<file path="src/inc/spcbr_regs.svh">
// offsets, field positions and reset values of the sensor
// power, clock and bias register bank; definitions only
`ifndef SPCBR_REGS_SVH
`define SPCBR_REGS_SVH

// ***********************************************************
// register offsets on the configuration port
// ***********************************************************
`define SPCBR_OFF_CLOCK_GENERATOR_CONFIG 9'h020
`define SPCBR_OFF_GENERAL_LOGIC_CONFIG 9'h022
`define SPCBR_OFF_IMAGE_CORE_POWER 9'h028
`define SPCBR_OFF_IMAGE_CORE_LEVELS 9'h029
`define SPCBR_OFF_FRONTEND_POWER 9'h030
`define SPCBR_OFF_BANDGAP_POWER 9'h040
`define SPCBR_OFF_BIAS_CONFIGURATION 9'h041
`define SPCBR_OFF_FRONTEND_CURRENT_SETTINGS 9'h042
`define SPCBR_OFF_COLUMN_MUX_CURRENT_SETTINGS 9'h043
`define SPCBR_OFF_SERIAL_OUTPUT_CURRENT_SETTINGS 9'h044

// ***********************************************************
// reset values
// ***********************************************************
`define SPCBR_RST_CLOCK_GENERATOR_CONFIG 16'h0004
`define SPCBR_RST_GENERAL_LOGIC_CONFIG 16'h0000
`define SPCBR_RST_IMAGE_CORE_POWER 16'h0000
`define SPCBR_RST_IMAGE_CORE_LEVELS 16'h0b5a
`define SPCBR_RST_FRONTEND_POWER 16'h0000
`define SPCBR_RST_BANDGAP_POWER 16'h0000
`define SPCBR_RST_BIAS_CONFIGURATION 16'h888b
`define SPCBR_RST_FRONTEND_CURRENT_SETTINGS 16'h53c8
`define SPCBR_RST_COLUMN_MUX_CURRENT_SETTINGS 16'h8888
`define SPCBR_RST_SERIAL_OUTPUT_CURRENT_SETTINGS 16'h0088

// ***********************************************************
// field positions
// ***********************************************************
`define SPCBR_BIT_ANALOG_CLK_EN 0
`define SPCBR_BIT_LOGIC_CLK_EN 1
`define SPCBR_BIT_SELECT_PLL 2
`define SPCBR_BIT_ADC_8BIT 3
`define SPCBR_BIT_LOGIC_EN 0
`define SPCBR_BIT_CORE_PWR_UP 0
`define SPCBR_BIT_MUX_PWR_UP 1
`define SPCBR_BIT_COLBIAS_EN 2
`define SPCBR_FLD_DOUBLE_SLOPE_LEVEL 3:0
`define SPCBR_FLD_TRIPLE_SLOPE_LEVEL 7:4
`define SPCBR_BIT_AFE_PWR_UP 0
`define SPCBR_BIT_BANDGAP_PWR_UP 0
`define SPCBR_BIT_EXT_RESISTOR 0
`define SPCBR_FLD_PRECHARGE_TRIM 7:4
`define SPCBR_FLD_COLBIAS_TRIM 11:8
`define SPCBR_FLD_PUMP_CURRENT_TRIM 15:12
`define SPCBR_FLD_MUX_FIRST_STAGE_TRIM 3:0
`define SPCBR_FLD_MUX_SECOND_STAGE_TRIM 7:4

`endif

</file>
<file path="src/inc/spcbr_pkg.sv">
// types shared by the sensor power, clock and bias register bank
// assumes nothing beyond a SystemVerilog compiler
`default_nettype none

package spcbr_pkg;

  // ***********************************************************
  // basic types
  // ***********************************************************
  typedef logic [15:0] spcbr_word_t;
  typedef logic [8:0] spcbr_addr_t;
  typedef logic [3:0] spcbr_trim_t;

  // ***********************************************************
  // configuration port request
  // ***********************************************************
  typedef struct packed {
    spcbr_addr_t addr;
    spcbr_word_t wdata;
    logic wr;
    logic rd;
  } spcbr_bus_s;

  // ***********************************************************
  // decoded controls toward the analog and clock blocks
  // ***********************************************************
  typedef struct packed {
    logic analog_clk_en;
    logic logic_clk_en;
    logic select_pll;
    logic adc_8bit;
    logic logic_en;
    logic core_pwr_up;
    logic mux_pwr_up;
    logic colbias_en;
    spcbr_trim_t double_slope_level;
    spcbr_trim_t triple_slope_level;
    logic afe_pwr_up;
    logic bandgap_pwr_up;
    logic ext_resistor;
    spcbr_trim_t precharge_trim;
    spcbr_trim_t colbias_trim;
    spcbr_trim_t pump_current_trim;
    spcbr_trim_t mux_first_stage_trim;
    spcbr_trim_t mux_second_stage_trim;
    spcbr_word_t frontend_currents;
    spcbr_word_t serial_currents;
  } spcbr_ctrl_s;

endpackage

`default_nettype wire

</file>
<file path="src/hw/spcbr_regs_top.sv">
// sensor power, clock and bias register bank
// assumes a host on REF_CLK driving one-cycle strobes on BUS
`include "spcbr_regs.svh"
`default_nettype none

module spcbr_regs_top (
  input wire logic REF_CLK,
  input wire logic RST,
  input wire spcbr_pkg::spcbr_bus_s BUS,
  output logic [15:0] RDATA,
  output spcbr_pkg::spcbr_ctrl_s CTRL
);

  // ***********************************************************
  // register map tables
  // ***********************************************************
  localparam int NREG = 10;
  localparam spcbr_pkg::spcbr_addr_t OFFS [NREG] = '{
    `SPCBR_OFF_CLOCK_GENERATOR_CONFIG,
    `SPCBR_OFF_GENERAL_LOGIC_CONFIG,
    `SPCBR_OFF_IMAGE_CORE_POWER,
    `SPCBR_OFF_IMAGE_CORE_LEVELS,
    `SPCBR_OFF_FRONTEND_POWER,
    `SPCBR_OFF_BANDGAP_POWER,
    `SPCBR_OFF_BIAS_CONFIGURATION,
    `SPCBR_OFF_FRONTEND_CURRENT_SETTINGS,
    `SPCBR_OFF_COLUMN_MUX_CURRENT_SETTINGS,
    `SPCBR_OFF_SERIAL_OUTPUT_CURRENT_SETTINGS
  };
  localparam spcbr_pkg::spcbr_word_t RSTV [NREG] = '{
    `SPCBR_RST_CLOCK_GENERATOR_CONFIG,
    `SPCBR_RST_GENERAL_LOGIC_CONFIG,
    `SPCBR_RST_IMAGE_CORE_POWER,
    `SPCBR_RST_IMAGE_CORE_LEVELS,
    `SPCBR_RST_FRONTEND_POWER,
    `SPCBR_RST_BANDGAP_POWER,
    `SPCBR_RST_BIAS_CONFIGURATION,
    `SPCBR_RST_FRONTEND_CURRENT_SETTINGS,
    `SPCBR_RST_COLUMN_MUX_CURRENT_SETTINGS,
    `SPCBR_RST_SERIAL_OUTPUT_CURRENT_SETTINGS
  };

  // entry indices into the tables above
  localparam int I_CLK = 0;
  localparam int I_GEN = 1;
  localparam int I_IMP = 2;
  localparam int I_IML = 3;
  localparam int I_AFE = 4;
  localparam int I_BGP = 5;
  localparam int I_BCF = 6;
  localparam int I_AFC = 7;
  localparam int I_MUX = 8;
  localparam int I_SER = 9;

  spcbr_pkg::spcbr_word_t regs_r [NREG];
  logic [NREG-1:0] hit;
  spcbr_pkg::spcbr_word_t rdata_nxt;
  spcbr_pkg::spcbr_word_t rdata_r;

  // ***********************************************************
  // storage, one word per entry
  // ***********************************************************
  genvar gi;
  generate
    for (gi = 0; gi < NREG; gi++) begin : g_reg
      // address decode for this entry
      assign hit[gi] = (BUS.addr == OFFS[gi]);

      // whole-word write, reserved bits kept as written
      always_ff @(posedge REF_CLK or posedge RST) begin
        if (RST) begin
          regs_r[gi] <= RSTV[gi];
        end else if (BUS.wr && hit[gi]) begin
          regs_r[gi] <= BUS.wdata;
        end
      end
    end
  endgenerate

  // ***********************************************************
  // read path
  // ***********************************************************
  // select the addressed word; unmapped reads give zero
  always_comb begin
    rdata_nxt = 16'h0000;
    for (int i = 0; i < NREG; i++) begin
      if (hit[i]) begin
        rdata_nxt = regs_r[i];
      end
    end
  end

  // read data held only in the cycle after the strobe
  always_ff @(posedge REF_CLK or posedge RST) begin
    if (RST) begin
      rdata_r <= 16'h0000;
    end else if (BUS.rd) begin
      rdata_r <= rdata_nxt;
    end else begin
      rdata_r <= 16'h0000;
    end
  end

  assign RDATA = rdata_r;

  // ***********************************************************
  // decoded controls
  // ***********************************************************
  // clock generator and general logic
  always_comb begin
    CTRL = '0;
    CTRL.analog_clk_en =
      regs_r[I_CLK][`SPCBR_BIT_ANALOG_CLK_EN];
    CTRL.logic_clk_en = regs_r[I_CLK][`SPCBR_BIT_LOGIC_CLK_EN];
    CTRL.select_pll = regs_r[I_CLK][`SPCBR_BIT_SELECT_PLL];
    CTRL.adc_8bit = regs_r[I_CLK][`SPCBR_BIT_ADC_8BIT];
    CTRL.logic_en = regs_r[I_GEN][`SPCBR_BIT_LOGIC_EN];
    // image core power and levels
    CTRL.core_pwr_up = regs_r[I_IMP][`SPCBR_BIT_CORE_PWR_UP];
    CTRL.mux_pwr_up = regs_r[I_IMP][`SPCBR_BIT_MUX_PWR_UP];
    CTRL.colbias_en = regs_r[I_IMP][`SPCBR_BIT_COLBIAS_EN];
    CTRL.double_slope_level =
      regs_r[I_IML][`SPCBR_FLD_DOUBLE_SLOPE_LEVEL];
    CTRL.triple_slope_level =
      regs_r[I_IML][`SPCBR_FLD_TRIPLE_SLOPE_LEVEL];
    // front ends and bias
    CTRL.afe_pwr_up = regs_r[I_AFE][`SPCBR_BIT_AFE_PWR_UP];
    CTRL.bandgap_pwr_up =
      regs_r[I_BGP][`SPCBR_BIT_BANDGAP_PWR_UP];
    CTRL.ext_resistor = regs_r[I_BCF][`SPCBR_BIT_EXT_RESISTOR];
    CTRL.precharge_trim =
      regs_r[I_BCF][`SPCBR_FLD_PRECHARGE_TRIM];
    CTRL.colbias_trim = regs_r[I_BCF][`SPCBR_FLD_COLBIAS_TRIM];
    CTRL.pump_current_trim =
      regs_r[I_BCF][`SPCBR_FLD_PUMP_CURRENT_TRIM];
    CTRL.mux_first_stage_trim =
      regs_r[I_MUX][`SPCBR_FLD_MUX_FIRST_STAGE_TRIM];
    CTRL.mux_second_stage_trim =
      regs_r[I_MUX][`SPCBR_FLD_MUX_SECOND_STAGE_TRIM];
    CTRL.frontend_currents = regs_r[I_AFC];
    CTRL.serial_currents = regs_r[I_SER];
  end

  // marks the first cycle after reset release
  logic settled_r;
  always_ff @(posedge REF_CLK or posedge RST) begin
    if (RST) begin
      settled_r <= 1'b0;
    end else begin
      settled_r <= 1'b1;
    end
  end

  // marks a write to the level register since reset
  logic lvl_written_r;
  always_ff @(posedge REF_CLK or posedge RST) begin
    if (RST) begin
      lvl_written_r <= 1'b0;
    end else if (BUS.wr && hit[I_IML]) begin
      lvl_written_r <= 1'b1;
    end
  end
endmodule

`default_nettype wire

</file>
<file path="config.mk">
export PLATFORM = sky130hd
export DESIGN_NAME = spcbr_regs_top
export DESIGN_NICKNAME = d
export VERILOG_FILES = /design/src/inc/spcbr_pkg.sv /design/src/hw/spcbr_regs_top.sv
export VERILOG_INCLUDE_DIRS = /design/src /design/src/inc
export SDC_FILE = /design/constraint.sdc
export NUM_CORES = 1
export LEC_CHECK = 0
export BUFFER_PORTS_ARGS = -buffer_cell sky130_fd_sc_hd__buf_2
export CAP_MARGIN = 20
export CORE_MARGIN = 10
export CORE_UTILIZATION = 50
export DETAILED_ROUTE_END_ITERATION = 8
export GPL_TIMING_DRIVEN = 1
export PLACE_DENSITY = 0.7
export RECOVER_POWER = 25
export SLEW_MARGIN = 5
export SYNTH_ARGS = -nofsm -noshare
export SYNTH_HDL_FRONTEND = slang
export SYNTH_SLANG_ARGS = --single-unit
</file>
<file path="constraint.sdc">
create_clock -name REF_CLK -period 6.1 [get_ports REF_CLK]
set_input_delay 0 -clock REF_CLK [delete_from_list [all_inputs] [get_ports REF_CLK]]
set_output_delay 0 -clock REF_CLK [all_outputs]
set_load 0.01 [all_outputs]
</file>
==> summary.txt <==
Status
  • Status: complete, no violations

Critical path
  • Crit path launch type: input port
  • Reg2Reg Depth: 4
  • Crit Path Category: in -> reg
  • FF-to-FF setup slack: 4400 ps
  • Worst r2r dst: RDATA[9]
  • Critical path arrival: 2960 ps
  • Critical-path maximum fanout: 22
  • Crit end category: flip-flop
  • Worst setup path end: RDATA[13]
  • CP required: 6390 ps
  • CP startpoint: BUS[22]
  • R2R Path Start: regs_r[153]

STA
  • Highest clock rate: 0.3748 GHz
  • RSZ-0062 raised after global routing: false
  • Worst Skew: 9.810 ps
  • Fin Setup TNS: 0 ps
  • Final hold viol count: 0
  • Setup WS post-layout: 3432 ps
  • Tmin final: 2668 ps
  • Slew Limit Headroom: 29.12%
  • Final setup viols: 0
  • Fin crit share: 43.74%
  • Slew of the pin with the lowest slew margin: 1063 ps
  • Max-slew violations: 0

Logic synthesis
  • Flops & latches, synth: 176
  • Seq/Total Area, Yosys: 49.28%
  • Syn Area/Cell: 12.60 um^2
  • Syn_nets: 744
  • Post-Synthesis Cells: 715
  • Cell variety after synth: 57
  • Top_reg_cell synth: dfrtp_1
  • Ys Warns: 0
  • Post-synth EDFFs: 0
  • Ys async rst share: 100.0%
  • Mapped Area: 9006 um^2

CTS
  • H-tree levels: 4
  • Post-CTS Resized: 0
  • TritonCTS buffer count: 17
  • Clk root buf: clkbuf_16
  • Clock Path Buffers: 2
  • CTS sink cnt: 176
  • Worst-path clk slew: 70 ps
  • Clk_lat worst skew: 440 ps
  • CTS tree: built

Die
  • Placeable Area: 17,840 um^2
  • Initial Util: 50.48%
  • Chip Height: 154.2 um
  • Boundary Pins: 116
  • Die Wd: 154.2 um
  • Std-Cell Rows: 49
  • Die area: 23,780 um^2

Place
  • IO buf count: 115
  • Hpwl dp: 16,260 um
  • Dpl ws: 3057 ps
  • DP Area: 9037 um^2
  • Post-placement cell count: 929
  • Final GP Congestion: 0.8733

Global routing
  • GRT Overall Usage: 19.28%
  • Initial antenna violation count: 0
  • Remaining Overflow, GRT: 0
  • First-pass GRT wire length: 36,280 um
  • Largest net degree at the start of global routing: 100
  • Vias in the first global route: 6,146

Job
  • # Max-Cap Violations: 0

Detailed routing
  • 1st-iter DRT viols: 506
  • Vias after detailed routing: 5,837
  • Post-DRT Antenna Nets: 0
  • Pre-antenna DRT Iters: 5
  • Vias/cell: 5.999
  • DRC: 0
  • WL per Instance: 23.71 um
  • DRT Wirelength: 23,070 um

Power and ir drop
  • Pwr dens: 253.1 nW/um^2
  • Maximum VDD drop: 0.2213 mV
  • Lkg Pwr: 4.753 nW
  • Overall power: 2.447 mW

Cells and area
  • Layout area overhead: 7.377%
  • Final net count: 760
  • Antenna diodes: 0
  • # fillers: 1,503
  • Cell area after layout: 9671 um^2
  • Non-Filler Instances: 973
  • Layout cells sized above 1: 42.07%

Min path
  • Hold WC Path Type: in -> reg
  • WHS Path Cells: 2
## synth_stat cells (5+ instances only)
cell type	instances	area, um^2
clkbuf_1	12	45.04
o21ai_1	6	30.03
a21o_1	11	82.58
mux2_4	30	450.4
buf_6	7	78.83
dfstp_2	27	709.4
nand2_1	18	67.56
and3_1	5	31.28
buf_2	20	100.1
buf_4	74	555.5
a21oi_1	24	120.1
or3_1	7	43.79
dfrtp_1	149	3729
a22oi_1	10	75.07
a221oi_1	18	157.7
mux2_1	10	112.6
nor3_1	6	30.03
o311ai_1	9	78.83
o2111a_1	10	112.6
buf_1	19	71.32
o21ai_0	9	45.04
mux2_2	146	1644
nor2_1	28	105.1
## layout make-up
type | count | area [um^2] | area share (%)
Sequential cell | 176 | 4438 | 45.89
Timing Repair Buffer | 129 | 633.1 | 6.547
Inverter | 4 | 20.02 | 0.2070
Tap cell | 229 | 286.5 | 2.963
Clock buffer | 24 | 521.8 | 5.395
Multi-Input combinational cell | 403 | 3702 | 38.28
Clock inverter | 8 | 68.82 | 0.7116
## worst max-delay path, stage by stage
cell,delay (ps)
buf_2,150
or4b_4,670
nor3_4,800
nand2_1,700
o221ai_1,500
a31oi_1,130
## worst min path at each step
stage               slack, ps    from  endpoint
floorplan                 300  BUS[0]  RDATA[8]
global placement          230     RST  RDATA[3]
detailed placement        250     RST  RDATA[3]
CTS                         3  BUS[7]  CTRL[33]
global route               20  BUS[7]  CTRL[33]
finish                     10  BUS[7]  CTRL[33]
## cell families after synthesis
family,synth area share (%)
AO/OA/AOI/OAI,9.294
flip-flops,49.28
AND/OR/NAND/NOR,6.974
multiplexers,24.84
buffers and inverters,9.614
## metrics by stage
step | util [%] | hold WS [ps]
2_1_floorplan | - | 302.2
3_3_place_gp | 50.66 | 231.0
3_5_place_dp | 50.66 | 248.5
4_1_cts | 54.58 | 3.385
5_1_grt | 54.20 | 18.64
6_report | 54.20 | 12.37
## report_power, final
| group | internal, mW | total, mW | switching [mW] | leakage (nW) |
|---|---|---|---|---|
| registers | 1.20 | 1.22 | 0.0202 | 2.35 |
| clock network | 0.604 | 1.07 | 0.464 | 0.295 |
| logic | 0.0587 | 0.158 | 0.0996 | 2.11 |
| total | 1.86 | 2.45 | 0.584 | 4.75 |
## sequential cells by signal (all words and copies together), names as in the netlist
name,cells
regs_r,89
RDATA,16
CTRL,71
## placed cells by master, fill, tap and decap left out, drive strengths merged, types with 6 or more instances in the layout
cell type,synthesis,final
nor2,30,30
and3,6,6
nand2,22,22
a21oi,24,24
dlygate4sd3,0,11
mux2,186,186
o21ai,15,15
o311ai,9,9
clkbuf,12,82
or3,8,8
dfstp,27,27
buf,120,60
a21o,11,11
a221oi,18,18
o2111a,10,10
dfrtp,149,149
a22oi,10,10
nor3,10,10
clkinv,0,6
inv,4,6
## per-layer routing
metal / up-vias / routed length, um / share of wire, % / GRT usage (%)
li1: 2570 / - / - / -
met1: 2951 / 10490 / 45 / 26.41
met2: 279 / 10540 / 46 / 29.10
met3: 37 / 1689 / 7.3 / 5.297
met4: 0 / 351 / 1.5 / 5.803
met5: - / 0 / 0 / 0
## timing repair
item	4_1_cts	5_1_grt
hold endpoints to repair	137	0
hold buffers	11	0
setup buffers	0	0
No activity file was read; power rests on OpenSTA's default activity.
